==> config.mk <==
export PLATFORM = sky130hd
export DESIGN_NAME = sfr_top
export DESIGN_NICKNAME = d
export VERILOG_FILES = /design/src/sfr_pkg.sv /design/src/sfr_top.sv
export VERILOG_INCLUDE_DIRS = /design/src
export SDC_FILE = /design/constraint.sdc
export NUM_CORES = 1
export LEC_CHECK = 0
export BUFFER_PORTS_ARGS = -buffer_cell sky130_fd_sc_hd__buf_2
export CAP_MARGIN = 15
export CORE_AREA = 2 2 165 127
export CTS_CLUSTER_SIZE = 14
export DETAILED_ROUTE_END_ITERATION = 7
export DIE_AREA = 0 0 167 129
export GPL_TIMING_DRIVEN = 0
export PLACE_DENSITY = 0.71
export SYNTH_ARGS = -nofsm -noshare
export SYNTH_HDL_FRONTEND = slang
export SYNTH_SLANG_ARGS = --single-unit
export TNS_END_PERCENT = 5
==> constraint.sdc <==
create_clock -name aclk -period 4.3 [get_ports aclk]
set_input_delay 0.215 -clock aclk [delete_from_list [all_inputs] [get_ports aclk]]
set_output_delay 0.215 -clock aclk [all_outputs]
set_load 0.01 [all_outputs]
==> src/sfr_consts.svh <==
// What this block does
// Hold reset until supply passes power-on level, then load defaults and init.
// After init, pull interrupt low, set power-on flag and serial power-on flag.
// Failed self-check sets its error flag with power-on; host should then soft reset.
// Run bit at one enables wetting current and switch monitoring.
// While running, config writes are refused except run, checksum, reset, clean-current.
// Host clears run bit to stop, reconfigures, then sets run again.
// Checksum stays usable while the run bit is one.
// Logic supply loss stops serial traffic but keeps all registers; here writes still land, with an error response.
// Main supply below power-on level clears everything; rising again reinitialises.
// Reset pin high holds device in reset with registers cleared; low is normal.
// Reset pin low again reinitialises and then flags power-on with interrupt.
// Host holds reset pin high at least 2 us for it to take effect.
// With an interrupt pending, the reset sequence may take up to 1 ms.
// Writing one to reset bit reinitialises and then flags power-on with interrupt.
// Under-voltage entry turns off all currents and halts monitoring.
// Fault entry sets event flag, level flag, interrupt and serial other flag.
// Chip select rise clears interrupt status only if it was read that frame.
// During a supply fault serial access and register contents remain intact.
// A persisting fault raises no further interrupt once cleared.
// Under-voltage exit sets event flag, clears level flag, asserts interrupt.
// Over-voltage enters above rise level, leaves below it minus hysteresis.
// After a fault clears, polling restarts from the first channel regardless.
// First polling cycle after recovery raises a switch change event.
// Interrupt pin falls within 20 us of a supply fault detection.
// Supply comparisons arrive as digital levels, synchronised before use.
`ifndef SFR_CONSTS_SVH
`define SFR_CONSTS_SVH

// Register byte offsets
`define SFR_OFS_CONFIG 8'h00
`define SFR_OFS_CLEAN_CFG 8'h04
`define SFR_OFS_INT_STAT 8'h08
`define SFR_OFS_MISC_STAT 8'h0C
`define SFR_OFS_CHECKSUM 8'h10
`define SFR_OFS_LINK_STAT 8'h14

// Config register fields
`define SFR_CFG_RUN 0
`define SFR_CFG_CRC_START 1
`define SFR_CFG_RESET 2
`define SFR_CFG_LOCK_LO 8
`define SFR_CFG_LOCK_HI 23

// Interrupt status fields
`define SFR_INT_POR 0
`define SFR_INT_SELFCHECK 1
`define SFR_INT_UV 2
`define SFR_INT_OV 3
`define SFR_INT_SWITCH 4
`define SFR_INT_W 5

// Misc status fields
`define SFR_MISC_UV 0
`define SFR_MISC_OV 1

// Reset values
`define SFR_RST_CONFIG 32'h0000_0000
`define SFR_RST_CLEAN_CFG 32'h0000_0000

// Timing
`define SFR_CLK_MHZ 50
`define SFR_RESET_MIN_NS 2000
`define SFR_RESET_MIN_CYC ((`SFR_RESET_MIN_NS * `SFR_CLK_MHZ + 999) / 1000)
`define SFR_INIT_NS 10000
`define SFR_INIT_CYC ((`SFR_INIT_NS * `SFR_CLK_MHZ) / 1000)
`define SFR_INIT_PEND_NS 1000000
`define SFR_INIT_PEND_CYC ((`SFR_INIT_PEND_NS * `SFR_CLK_MHZ) / 1000)
`define SFR_REACT_MAX_NS 20000

`endif

==> src/sfr_pkg.sv <==
package sfr_pkg;
  // Device life cycle
  typedef enum logic [1:0] {
    SFR_HOLD,
    SFR_INIT,
    SFR_READY
  } sfr_state_e;

  // Bus response codes
  typedef logic [1:0] sfr_resp_t;
  localparam sfr_resp_t SFR_OKAY = 2'h0;
  localparam sfr_resp_t SFR_SLVERR = 2'h2;
endpackage

==> src/sfr_top.sv <==
// The placing of the registers and register access over AXI4-Lite were chosen for this implementation.
`timescale 1ns/10ps
`include "sfr_consts.svh"

module sfr_top #(
  parameter int unsigned INIT_PEND_CYC = `SFR_INIT_PEND_CYC
) (
  // Clock and reset
  input wire logic aclk,
  input wire logic aresetn,
  // AXI4-Lite write address
  input wire logic [7:0] s_axi_awaddr,
  input wire logic s_axi_awvalid,
  output logic s_axi_awready,
  // AXI4-Lite write data
  input wire logic [31:0] s_axi_wdata,
  input wire logic [3:0] s_axi_wstrb,
  input wire logic s_axi_wvalid,
  output logic s_axi_wready,
  // AXI4-Lite write response
  output logic [1:0] s_axi_bresp,
  output logic s_axi_bvalid,
  input wire logic s_axi_bready,
  // AXI4-Lite read address
  input wire logic [7:0] s_axi_araddr,
  input wire logic s_axi_arvalid,
  output logic s_axi_arready,
  // AXI4-Lite read data
  output logic [31:0] s_axi_rdata,
  output logic [1:0] s_axi_rresp,
  output logic s_axi_rvalid,
  input wire logic s_axi_rready,
  // Supply comparators and pins, asynchronous
  input wire logic supply_por_ok,
  input wire logic logic_supply_ok,
  input wire logic undervolt_low,
  input wire logic overvolt_high,
  input wire logic reset_pin,
  input wire logic chip_select_n,
  input wire logic serial_clk,
  // Internal status from the scanner and trim checker
  input wire logic selfcheck_pass,
  input wire logic poll_cycle_done,
  // Device outputs
  output logic int_n,
  output logic wetting_en,
  output logic monitor_en,
  output logic poll_restart,
  output logic serial_active,
  output logic por_serial_flag,
  output logic other_irq_serial_flag
);

  // ==========================================================
  // Synchronisers
  // ==========================================================
  localparam int unsigned NSYNC = 7;
  logic [NSYNC-1:0] sync_a;
  logic [NSYNC-1:0] sync_b;
  logic s_por_ok, s_vdd_ok, s_uv, s_ov, s_rst_pin, s_cs_n, s_sclk;

  // Two flops on every outside level
  always_ff @(posedge aclk) begin
    if (!aresetn) begin
      sync_a <= '0;
      sync_b <= '0;
    end else begin
      sync_a <= {supply_por_ok, logic_supply_ok, undervolt_low, overvolt_high,
                 reset_pin, chip_select_n, serial_clk};
      sync_b <= sync_a;
    end
  end

  assign {s_por_ok, s_vdd_ok, s_uv, s_ov, s_rst_pin, s_cs_n, s_sclk} = sync_b;

  // Edge history of the link pins
  logic cs_n_d, sclk_d;
  always_ff @(posedge aclk) begin
    if (!aresetn) begin
      cs_n_d <= 1'b1;
      sclk_d <= 1'b0;
    end else begin
      cs_n_d <= s_cs_n;
      sclk_d <= s_sclk;
    end
  end

  logic cs_rise, cs_low, sclk_rise;
  assign cs_low = !s_cs_n && s_vdd_ok;
  assign cs_rise = s_cs_n && !cs_n_d;
  assign sclk_rise = s_sclk && !sclk_d && cs_low;

  // ==========================================================
  // Reset pin filter
  // ==========================================================
  logic [7:0] rst_cnt;
  logic pin_reset;

  // Pin must stay high a minimum time before it counts
  always_ff @(posedge aclk) begin
    if (!aresetn) begin
      rst_cnt <= '0;
      pin_reset <= 1'b0;
    end else if (!s_rst_pin) begin
      rst_cnt <= '0;
      pin_reset <= 1'b0;
    end else if (rst_cnt >= 8'(`SFR_RESET_MIN_CYC - 1)) begin
      pin_reset <= 1'b1;
    end else begin
      rst_cnt <= rst_cnt + 8'h01;
    end
  end

  // ==========================================================
  // Life cycle
  // ==========================================================
  sfr_pkg::sfr_state_e state;
  logic [31:0] config_reg;
  logic [`SFR_INT_W-1:0] int_stat;
  logic [19:0] init_cnt;
  logic init_done;
  logic soft_reset;
  logic hold_cond;

  assign hold_cond = !s_por_ok || pin_reset;
  assign soft_reset = config_reg[`SFR_CFG_RESET];

  // Hold, then count the init time, longer after a soft reset with an interrupt pending
  always_ff @(posedge aclk) begin
    if (!aresetn) begin
      state <= sfr_pkg::SFR_HOLD;
      init_cnt <= '0;
      init_done <= 1'b0;
    end else begin
      init_done <= 1'b0;
      unique case (state)
        sfr_pkg::SFR_HOLD: begin
          init_cnt <= '0;
          if (!hold_cond) begin
            state <= sfr_pkg::SFR_INIT;
          end
        end
        sfr_pkg::SFR_INIT: begin
          init_cnt <= init_cnt + 20'h0_0001;
          if (hold_cond) begin
            state <= sfr_pkg::SFR_HOLD;
          end else if (init_cnt == 20'(`SFR_INIT_CYC - 1)) begin // Wrapped start must count through
            state <= sfr_pkg::SFR_READY;
            init_done <= 1'b1;
          end
        end
        sfr_pkg::SFR_READY: begin
          init_cnt <= '0;
          if (hold_cond) begin
            state <= sfr_pkg::SFR_HOLD;
          end else if (soft_reset) begin
            state <= sfr_pkg::SFR_INIT;
            init_cnt <= (|int_stat) ? 20'(`SFR_INIT_CYC) - 20'(INIT_PEND_CYC) : '0;
          end
        end
      endcase
    end
  end

  logic dev_clear;
  assign dev_clear = !aresetn || state != sfr_pkg::SFR_READY;

  // ==========================================================
  // Supply fault tracking
  // ==========================================================
  logic uv_level, ov_level, fault_exit, ssc_armed;
  logic [1:0] fault_rise, fault_fall;

  assign fault_rise = {s_ov && !ov_level, s_uv && !uv_level};
  assign fault_fall = {!s_ov && ov_level, !s_uv && uv_level};
  assign fault_exit = |fault_fall && !(s_uv || s_ov);

  // Level flags follow the comparators
  always_ff @(posedge aclk) begin
    if (dev_clear) begin
      uv_level <= 1'b0;
      ov_level <= 1'b0;
    end else begin
      uv_level <= s_uv;
      ov_level <= s_ov;
    end
  end

  // Recovery restarts polling and arms the first-cycle change event
  always_ff @(posedge aclk) begin
    if (dev_clear) begin
      poll_restart <= 1'b0;
      ssc_armed <= 1'b0;
    end else begin
      poll_restart <= fault_exit;
      if (fault_exit) begin
        ssc_armed <= 1'b1;
      end else if (poll_cycle_done && monitor_en) begin
        ssc_armed <= 1'b0;
      end
    end
  end

  // ==========================================================
  // Register file
  // ==========================================================
  logic [31:0] clean_cfg;
  logic [31:0] checksum;
  logic [15:0] link_bits;
  logic int_read_seen;
  logic wr_go, rd_go;
  logic [7:0] aw_addr_q, ar_addr;
  logic [31:0] w_data_q;
  logic [3:0] w_strb_q;
  logic aw_have, w_have;

  // Byte lane merge
  function automatic logic [31:0] merge(input logic [31:0] old_v, input logic [31:0] new_v,
                                        input logic [3:0] strb);
    logic [31:0] r;
    r = old_v;
    for (int i = 0; i < 4; i++) begin
      if (strb[i]) begin
        r[i*8 +: 8] = new_v[i*8 +: 8];
      end
    end
    return r;
  endfunction

  // Word fold checksum of the settings
  function automatic logic [31:0] fold(input logic [31:0] a, input logic [31:0] b);
    return {a[30:0], a[31]} ^ b;
  endfunction

  logic [31:0] cfg_new;
  assign cfg_new = merge(config_reg, w_data_q, w_strb_q);

  // Config: lockable field frozen while running
  always_ff @(posedge aclk) begin
    if (dev_clear) begin
      config_reg <= `SFR_RST_CONFIG;
    end else begin
      config_reg[`SFR_CFG_CRC_START] <= 1'b0;
      if (wr_go && aw_addr_q == `SFR_OFS_CONFIG) begin
        config_reg[`SFR_CFG_RUN] <= cfg_new[`SFR_CFG_RUN];
        config_reg[`SFR_CFG_CRC_START] <= cfg_new[`SFR_CFG_CRC_START];
        config_reg[`SFR_CFG_RESET] <= cfg_new[`SFR_CFG_RESET];
        if (!config_reg[`SFR_CFG_RUN]) begin
          config_reg[`SFR_CFG_LOCK_HI:`SFR_CFG_LOCK_LO] <=
            cfg_new[`SFR_CFG_LOCK_HI:`SFR_CFG_LOCK_LO];
        end
      end
    end
  end

  // Clean-current config is always writable
  always_ff @(posedge aclk) begin
    if (dev_clear) begin
      clean_cfg <= `SFR_RST_CLEAN_CFG;
    end else if (wr_go && aw_addr_q == `SFR_OFS_CLEAN_CFG) begin
      clean_cfg <= merge(clean_cfg, w_data_q, w_strb_q);
    end
  end

  // Checksum runs on request in any run state
  always_ff @(posedge aclk) begin
    if (dev_clear) begin
      checksum <= '0;
    end else if (config_reg[`SFR_CFG_CRC_START]) begin
      checksum <= fold(fold(32'hFFFF_FFFF, config_reg & 32'h00FF_FF01), clean_cfg);
    end
  end

  // Interrupt status: hardware sets win over the frame-end clear
  logic [`SFR_INT_W-1:0] int_set;
  always_comb begin
    int_set = '0;
    int_set[`SFR_INT_POR] = init_done;
    int_set[`SFR_INT_SELFCHECK] = init_done && !selfcheck_pass;
    int_set[`SFR_INT_UV] = fault_rise[0] || fault_fall[0];
    int_set[`SFR_INT_OV] = fault_rise[1] || fault_fall[1];
    int_set[`SFR_INT_SWITCH] = ssc_armed && poll_cycle_done && monitor_en;
  end

  always_ff @(posedge aclk) begin
    if (dev_clear) begin
      int_stat <= '0;
    end else if (cs_rise && int_read_seen) begin
      int_stat <= int_set;
    end else begin
      int_stat <= int_stat | int_set;
    end
  end

  // Remember a status read within the current frame
  always_ff @(posedge aclk) begin
    if (dev_clear || cs_rise) begin
      int_read_seen <= 1'b0;
    end else if (rd_go && ar_addr == `SFR_OFS_INT_STAT && cs_low) begin
      int_read_seen <= 1'b1;
    end
  end

  // Link clock edges counted per frame
  always_ff @(posedge aclk) begin
    if (dev_clear || cs_rise) begin
      link_bits <= '0;
    end else if (sclk_rise) begin
      link_bits <= link_bits + 16'h0001;
    end
  end

  // ==========================================================
  // AXI4-Lite slave
  // ==========================================================
  // Serial access remains during faults; without logic supply reads fail, writes still land but answer with an error
  logic bus_ok;
  assign bus_ok = s_vdd_ok;

  // Capture address and data in either order
  always_ff @(posedge aclk) begin
    if (!aresetn) begin
      aw_have <= 1'b0;
      w_have <= 1'b0;
      aw_addr_q <= '0;
      w_data_q <= '0;
      w_strb_q <= '0;
      s_axi_awready <= 1'b0;
      s_axi_wready <= 1'b0;
      s_axi_bvalid <= 1'b0;
      s_axi_bresp <= sfr_pkg::SFR_OKAY;
    end else begin
      s_axi_awready <= !aw_have && !s_axi_awready && !s_axi_bvalid && s_axi_awvalid;
      s_axi_wready <= !w_have && !s_axi_wready && !s_axi_bvalid && s_axi_wvalid;
      if (s_axi_awvalid && s_axi_awready) begin
        aw_have <= 1'b1;
        aw_addr_q <= s_axi_awaddr;
      end
      if (s_axi_wvalid && s_axi_wready) begin
        w_have <= 1'b1;
        w_data_q <= s_axi_wdata;
        w_strb_q <= s_axi_wstrb;
      end
      if (wr_go) begin
        aw_have <= 1'b0;
        w_have <= 1'b0;
        s_axi_bvalid <= 1'b1;
        s_axi_bresp <= (bus_ok && (aw_addr_q == `SFR_OFS_CONFIG ||
                        aw_addr_q == `SFR_OFS_CLEAN_CFG)) ? sfr_pkg::SFR_OKAY
                                                           : sfr_pkg::SFR_SLVERR;
      end else if (s_axi_bvalid && s_axi_bready) begin
        s_axi_bvalid <= 1'b0;
      end
    end
  end

  assign wr_go = aw_have && w_have && !s_axi_bvalid;

  // Read path, data one cycle after the address is taken
  assign rd_go = s_axi_arvalid && s_axi_arready && bus_ok;
  assign ar_addr = s_axi_araddr;

  always_ff @(posedge aclk) begin
    if (!aresetn) begin
      s_axi_arready <= 1'b0;
      s_axi_rvalid <= 1'b0;
      s_axi_rdata <= '0;
      s_axi_rresp <= sfr_pkg::SFR_OKAY;
    end else begin
      s_axi_arready <= !s_axi_arready && !s_axi_rvalid && s_axi_arvalid;
      if (s_axi_arvalid && s_axi_arready) begin
        s_axi_rvalid <= 1'b1;
        s_axi_rresp <= sfr_pkg::SFR_OKAY;
        s_axi_rdata <= '0;
        if (!bus_ok) begin
          s_axi_rresp <= sfr_pkg::SFR_SLVERR;
        end else begin
          unique case (s_axi_araddr)
            `SFR_OFS_CONFIG: s_axi_rdata <= config_reg;
            `SFR_OFS_CLEAN_CFG: s_axi_rdata <= clean_cfg;
            `SFR_OFS_INT_STAT: s_axi_rdata <= {27'h000_0000, int_stat};
            `SFR_OFS_MISC_STAT: s_axi_rdata <= {30'h0000_0000, ov_level, uv_level};
            `SFR_OFS_CHECKSUM: s_axi_rdata <= checksum;
            `SFR_OFS_LINK_STAT: s_axi_rdata <= {14'h0000, cs_low, 1'b0, link_bits};
            default: s_axi_rresp <= sfr_pkg::SFR_SLVERR;
          endcase
        end
      end else if (s_axi_rvalid && s_axi_rready) begin
        s_axi_rvalid <= 1'b0;
      end
    end
  end

  // ==========================================================
  // Device outputs
  // ==========================================================
  // Currents and monitoring need run bit, ready state and no fault
  always_ff @(posedge aclk) begin
    if (dev_clear) begin
      wetting_en <= 1'b0;
      monitor_en <= 1'b0;
      int_n <= 1'b1;
      serial_active <= 1'b0;
      por_serial_flag <= 1'b0;
      other_irq_serial_flag <= 1'b0;
    end else begin
      wetting_en <= config_reg[`SFR_CFG_RUN] && !s_uv && !s_ov;
      monitor_en <= config_reg[`SFR_CFG_RUN] && !s_uv && !s_ov;
      int_n <= !(|(int_stat | int_set));
      serial_active <= s_vdd_ok;
      por_serial_flag <= int_stat[`SFR_INT_POR] || int_set[`SFR_INT_POR];
      other_irq_serial_flag <= |(int_stat[`SFR_INT_OV:`SFR_INT_UV]);
    end
  end

endmodule

==> impl_metrics.toml, run 1 <==
[sta]
rsz0062_at_grt = "false"
max_freq_mhz = 384
worst_pin_slew_ns = 0.813
slew_headroom_pct = 45.8
timing.final.crit_period_ns = 2.60
hold_viol = 0
slew_violations = 0
setup_viol = 0
fin_crit_sh_pct = 60.6
finClkSkew_ns = 0.0185
worst_slack_ns = 1.70
timing.setup.tns_ns = 0

[logic_synthesis]
yosysTopAreaCell = "dfxtp_1"
ys_seq_elements = 247
yosys_warnings = 0
synth-edff-count = 0
synth_top_area_share_pct = 50.4
ys_async_sr_fraction_pct = 0
synthAdderAreaFrac_pct = 1.02
synth_most_common_cell = "dfxtp_1"
yosys-mux-area-fraction_pct = 8.06
synth_area_per_cell_sq_um = 9.10
synthXorXnorAreaFrac_pct = 4.64
syn_area_sq_mm = 0.00981
synth_compound_area_share_pct = 12.1
ys.flop_type = "dfxtp_1"
ys_seq_area_share_pct = 50.4
ys_types = 57
yosys.area_share.simple_pct = 20.2
synth_top_family_by_area = "simple AND/OR/NAND/NOR gates"
synth_common_cells = "247 x dfxtp_1, 158 x nand2_1, 119 x nor2_1"
synth_area_leaders = "dfxtp_1 50%, nand2_1 6.0%, mux2i_1 5.3%"
synthCells = 1078

[layout]
regArea_sq_mm = 0.00494
area_growth_pct = 22.0
utilization_pct = 60.2
diodes = 0
finalNonFillerCells = 1543
multi_input_area_sq_mm = 0.00453
fill_cells = 1714
drive_above_1_share_pct = 14.5
nets = 1346

[critical_path]
path_cells = "inv_1 > ha_1 > and2_1 > clkbuf_1 > clkbuf_1 > buf_1 > o41ai_1"
cp_max_fo = 10
crit_slowest_cell = "clkbuf_1"
cpMostUsedCell = "clkbuf_1"
required_ns = 4.65
max_stage_delay_ns = 0.55
arrival_ns = 2.96
end_kind = "register"
critPathKind = "reg2reg"
critPathLaunchType = "register"

[pwr]
max-vdd-ir-drop_mv = 0.260
p_leak_uw = 0.00434
p_per_area_mw_per_mm2 = 399

[global_routing]
gr-total-overflow = 0
grt_pass1_wl_mm = 42.5
grt_use_total_pct = 24.7
grt_max_degree = 15
grt_pass1_vias = 7946
antenna_found_initial = 0

[clock_network]
cts-buffers-inserted = 24
path_clk_slew_ns = 0.06
root_buffer = "clkbuf_16"
clk_path_buf_depth = 3
clock-sinks = 247
clk_latency_ns = 0.53
htree_levels = 1
postCtsSetupRepairBufs = 0
cts_tree = "yes"

[drt]
wirelength_mm = 26.7
vias = 8475
first_pass_iters = 5
drc = 0
initialDrtViolationCount = 740
via_per_inst = 5.49
ant_nets = 0
routedWlPerCell_microns = 17.3

[job]
drv_cap = 0

[floorplan]
rows = 45
fp.dieArea_sq_mm = 0.0215
start_util_pct = 49.4
die_x_microns = 167
io-pin-count = 116
fp.dieH_microns = 129
fp.coreArea_sq_mm = 0.0199

[min_path]
hp-class = "in2reg"

[placed_design]
dp_worst_setup_slack_ns = 1.71
port_buffers = 111
placed_cells = 1448
dp_hpwl_mm = 19.0
routabilityCongestion = 0.845

[outcome]
status = "finished clean"
-- layout by cell type (no fill, tap or decap), types with 4 or more instances in the layout --
cell / n
dfxtp_1: 247
clkinv_2: 7
o21ai_0: 64
a22o_1: 12
nor2_1: 119
mux4_2: 11
clkbuf_1: 50
inv_1: 14
a22oi_1: 16
nand3_1: 56
buf_4: 5
xnor2_1: 30
and2_1: 21
buf_1: 7
and3_1: 10
nand2_1: 158
mux2i_1: 52
dlygate4sd3_1: 54
clkbuf_8: 5
nand2b_1: 6
xor2_1: 22
a32o_1: 7
clkbuf_16: 24
ha_1: 8
nor2b_1: 4
nor3_1: 5
a211oi_1: 14
nor4_1: 6
nor4b_1: 4
a21oi_1: 66
nand4_1: 12
buf_2: 121
-- through the flow --
stage               hold slack [ns]  power, uW  instance area, sq um
finish                       0.0311       4770                 12000
global route                 0.0453       4940                 12000
CTS                         0.00755       4790                 12000
detailed placement            0.422       2800                 10700
global placement              0.417       2790                 10700
floorplan                     0.342       2640                  9820
-- worst paths after layout --
path | from | end | slack, ns | depth (start not counted)
setup reg to reg | state[0] | int_n | 1.70 | 7
hold reg to reg | sync_a[6] | sync_b[6] | 0.43 | 1
hold / removal | selfcheck_pass | int_stat[1] | 0.03 | 4
setup / recovery | state[0] | int_n | 1.70 | 7
-- power by group --
part	internal (uW)	total [uW]	switching [uW]
Combinational	151	447	296
Sequential	2320	2350	25.0
Clock	1110	1980	867
Total	3590	4770	1190
-- cell families after synthesis --
family	count (synthesis)
simple gates	426
flops	247
compound gates	196
buf+inv	83
mux	65
xor+xnor	52
fa+ha+maj	8
other cells	1
-- per-layer routing --
metal | GRT usage, % | vias up | share of wire [%]
li1 | - | 4106 | -
met1 | 36.1 | 3998 | 48
met2 | 37.2 | 319 | 42
met3 | 4.71 | 52 | 7.6
met4 | 7.00 | 0 | 2.6
met5 | 0 | - | 0
-- worst max-delay path: cells and delay by family, from the launching register on --
kind / cells / cell delay, ns
AOI/OAI and AO/OA: 1 / 0.21
adders and majority gates: 1 / 0.29
buffers and inverters: 4 / 1.46
DFF: 1 / 0.32
and+or+nand+nor: 1 / 0.16
-- final cells by class --
| type | instances | share of cell area, % |
|---|---|---|
| sequential | 247 | 41.3 |
| multi-input combinational | 749 | 37.8 |
| timing repair buffer | 165 | 9.15 |
| clock buffer | 33 | 5.72 |
| tap | 258 | 2.70 |
| buffer | 68 | 2.39 |
| inverter | 15 | 0.470 |
| clock inverter | 8 | 0.428 |
-- timing repair --
| item | CTS | global route |
|---|---|---|
| resized for setup | 0 | 0 |
| hold buffers | 54 | 0 |
| endpoints found under the hold margin | 54 | 0 |
Note: power is estimated with default switching activity, not from simulation.
==> run 2, diff against run 1 <==
--- a/config.mk
+++ b/config.mk
@@ -6,14 +6,15 @@
 export SDC_FILE = /design/constraint.sdc
 export NUM_CORES = 1
 export LEC_CHECK = 0
+export ABC_AREA = 1
 export BUFFER_PORTS_ARGS = -buffer_cell sky130_fd_sc_hd__buf_2
 export CAP_MARGIN = 15
-export CORE_AREA = 2 2 165 127
+export CORE_AREA = 2 2 171 131
 export CTS_CLUSTER_SIZE = 14
 export DETAILED_ROUTE_END_ITERATION = 7
-export DIE_AREA = 0 0 167 129
+export DIE_AREA = 0 0 173 133
 export GPL_TIMING_DRIVEN = 0
-export PLACE_DENSITY = 0.71
+export PLACE_DENSITY = 0.74
 export SYNTH_ARGS = -nofsm -noshare
 export SYNTH_HDL_FRONTEND = slang
 export SYNTH_SLANG_ARGS = --single-unit
==> constraint.sdc (replaced) <==
create_clock -name aclk -period 2.1 [get_ports aclk]
set_input_delay 0.105 -clock aclk [delete_from_list [all_inputs] [get_ports aclk]]
set_output_delay 0.105 -clock aclk [all_outputs]
set_load 0.01 [all_outputs]
==> impl_metrics.toml, run 2 <==
[critical_path]
arrival_ns = 2.36
reg2reg_to = "clean_cfg[25]"
end_kind = "register"
cp_max_fo = 10
critPathLaunchType = "register"
ff2ff_path_depth = 7
reg2reg_setup_slack_ns = 0.19
r2r-start = "state[0]"
required_ns = 2.55
critPathKind = "reg2reg"

[placed_design]
routabilityCongestion = 0.883
port_buffers = 112
dp_hpwl_mm = 20.7
placed_area_sq_mm = 0.0115

[floorplan]
start_util_pct = 49.0
fp.coreArea_sq_mm = 0.0215
rows = 47
die_x_microns = 173
io-pin-count = 116
fp.dieH_microns = 133
fp.dieArea_sq_mm = 0.0230

[global_routing]
gr-total-overflow = 0
grt_max_degree = 15
grt_pass1_wl_mm = 46.2
grt_pass1_vias = 9109
grt_use_total_pct = 24.8
antenna_found_initial = 0

[logic_synthesis]
yosys_warnings = 0
ys.flop_type = "dfxtp_1"
synthCells = 1444
syn_area_sq_mm = 0.0106
ys_async_sr_fraction_pct = 0
ys_seq_area_share_pct = 46.9
synth_most_common_cell = "nand2_1"
synth_top_area_share_pct = 46.9
ys_seq_elements = 247
synth-edff-count = 0
yosysTopAreaCell = "dfxtp_1"
synth_area_per_cell_sq_um = 7.31
ys_types = 49
synth_common_cells = "272 x nand2_1, 247 x dfxtp_1, 204 x nor2_1"
synth_area_leaders = "dfxtp_1 47%, nand2_1 9.7%, nor2_1 7.3%"

[sta]
worst_pin_slew_ns = 0.732
timing.final.crit_period_ns = 1.91
slew_headroom_pct = 51.2
timing.setup.tns_ns = 0
finClkSkew_ns = 0.00897
hold_viol = 0
setup_viol = 0
slew_violations = 0
max_freq_mhz = 523
rsz0062_at_grt = "false"
fin_crit_sh_pct = 91.1

[min_path]
min_from = "s_axi_araddr[3]"
hp-class = "in2reg"
hold_path_end = "int_read_seen"
min_path_cells = 5

[layout]
final_cell_mix = "272 x nand2_1, 247 x dfxtp_1, 204 x nor2_1, 177 x inv_1, 130 x a21oi_1"
multi_input_area_sq_mm = 0.00455
fill_cells = 1908
drive_above_1_share_pct = 13.6
area_growth_pct = 22.0
layout_commonest_cell = "nand2_1"
diodes = 0
regArea_sq_mm = 0.00494
nets = 1718
fin_area_sq_mm = 0.0129

[clock_network]
path_clk_slew_ns = 0.06
root_buffer = "clkbuf_16"
htree_levels = 1
clk_path_buf_depth = 3
clock-sinks = 247
clk_latency_ns = 0.52
cts_tree = "yes"
cts-buffers-inserted = 25

[drt]
first_pass_iters = 5
via_per_inst = 5.13
ant_nets = 0
vias = 10000
initialDrtViolationCount = 839
drc = 0
wirelength_mm = 28.8
routedWlPerCell_microns = 14.7

[pwr]
p_sw_share_pct = 24.8
p_per_area_mw_per_mm2 = 793
clkPwrFrac_pct = 43.3
cell_internal_pwr_uw = 7690
p_leak_uw = 0.00528
pwr-share-seq_pct = 47.4
pwr-share-comb_pct = 9.2
p_switching_uw = 2530
max-vdd-ir-drop_mv = 0.496

[outcome]
status = "finished clean"

[job]
drv_cap = 0
[run 2: cell types whose count changed after synthesis, sizes merged, moves of 22 or more]
| cell | previous run | this run |
|---|---|---|
| nand2 | 158 | 282 |
| inv | 15 | 185 |
| o21ai | 65 | 146 |
| mux2i | 52 | 0 |
| nor2 | 119 | 216 |
| nand3 | 56 | 78 |
| a21oi | 66 | 132 |
[run 2: timing repair]
item                                    in CTS  in global routing
endpoints found under the setup margin       0                  5
hold buffers                                58                  0
gates resized for setup                      0                  2
hold endpoints to repair                    61                  0
setup buffers                                0                  0
[run 2: kinds of logic after synthesis]
kind of cell,synth area share (%)
flops,46.9
buf+inv,10.1
fa+ha+maj,0.949
simple gates,24.6
other cells,0.0355
xor+xnor,2.16
compound gates,15.3
[run 2: power groups by stage]
| stage | registers (uW) | clock network (uW) | logic, uW |
|---|---|---|---|
| after floorplan | 4930 | 0 | 534 |
| after global placement | 4940 | 0 | 825 |
| after detailed placement | 4950 | 0 | 840 |
| after CTS | 4840 | 4490 | 923 |
| after global routing | 4850 | 4680 | 1050 |
| final | 4840 | 4430 | 944 |
[run 2: per-layer routing]
layer,global-route usage [%],vias up,wire length [microns]
met1,37.8,4543,13800
li1,-,4997,-
met4,6.07,0,609
met2,36.0,429,11600
met3,4.48,43,2740
met5,0,-,0
[run 2: worst max-delay path, cell delays in order, from the launching register on]
cell and delay, ns:
dfxtp_1 0.32, inv_1 0.08, ha_1 0.20, nand2_2 0.16
inv_2 0.29, clkbuf_2 0.31, o21ai_0 0.29, a21oi_1 0.18
[run 2: final cells by class]
class                   instances  share of cell area (%)
inverters                     189                    5.56
repair buffers                170                    8.86
clock buffers                  35                    5.46
clock inverters                 9                   0.845
multi-input cells             948                    35.3
plain buffers                  61                    2.72
flip-flops and latches        247                    38.4
well taps                     294                    2.86
[run 2: worst max path at each step]
stage	startpoint	endpoint
final	state[0]	clean_cfg[25]
after global routing	state[0]	checksum[8]
after CTS	state[0]	clean_cfg[25]
after detailed placement	state[0]	clean_cfg[25]
after global placement	state[0]	clean_cfg[29]
after floorplan	init_cnt[0]	init_cnt[14]
[run 2: stage by stage]
stage	hold slack (ns)	util [%]	cells	total power, uW	setup WS [ns]
detailed placement	0.290	53.4	1851	5790	0.0350
finish	0.0592	59.8	1953	10200	0.188
global placement	0.284	53.4	1851	5770	0.0726
global route	0.109	59.8	1953	10600	0.0716
CTS	0.0495	59.8	1953	10300	0.0249
floorplan	0.203	-	1445	5460	0.684
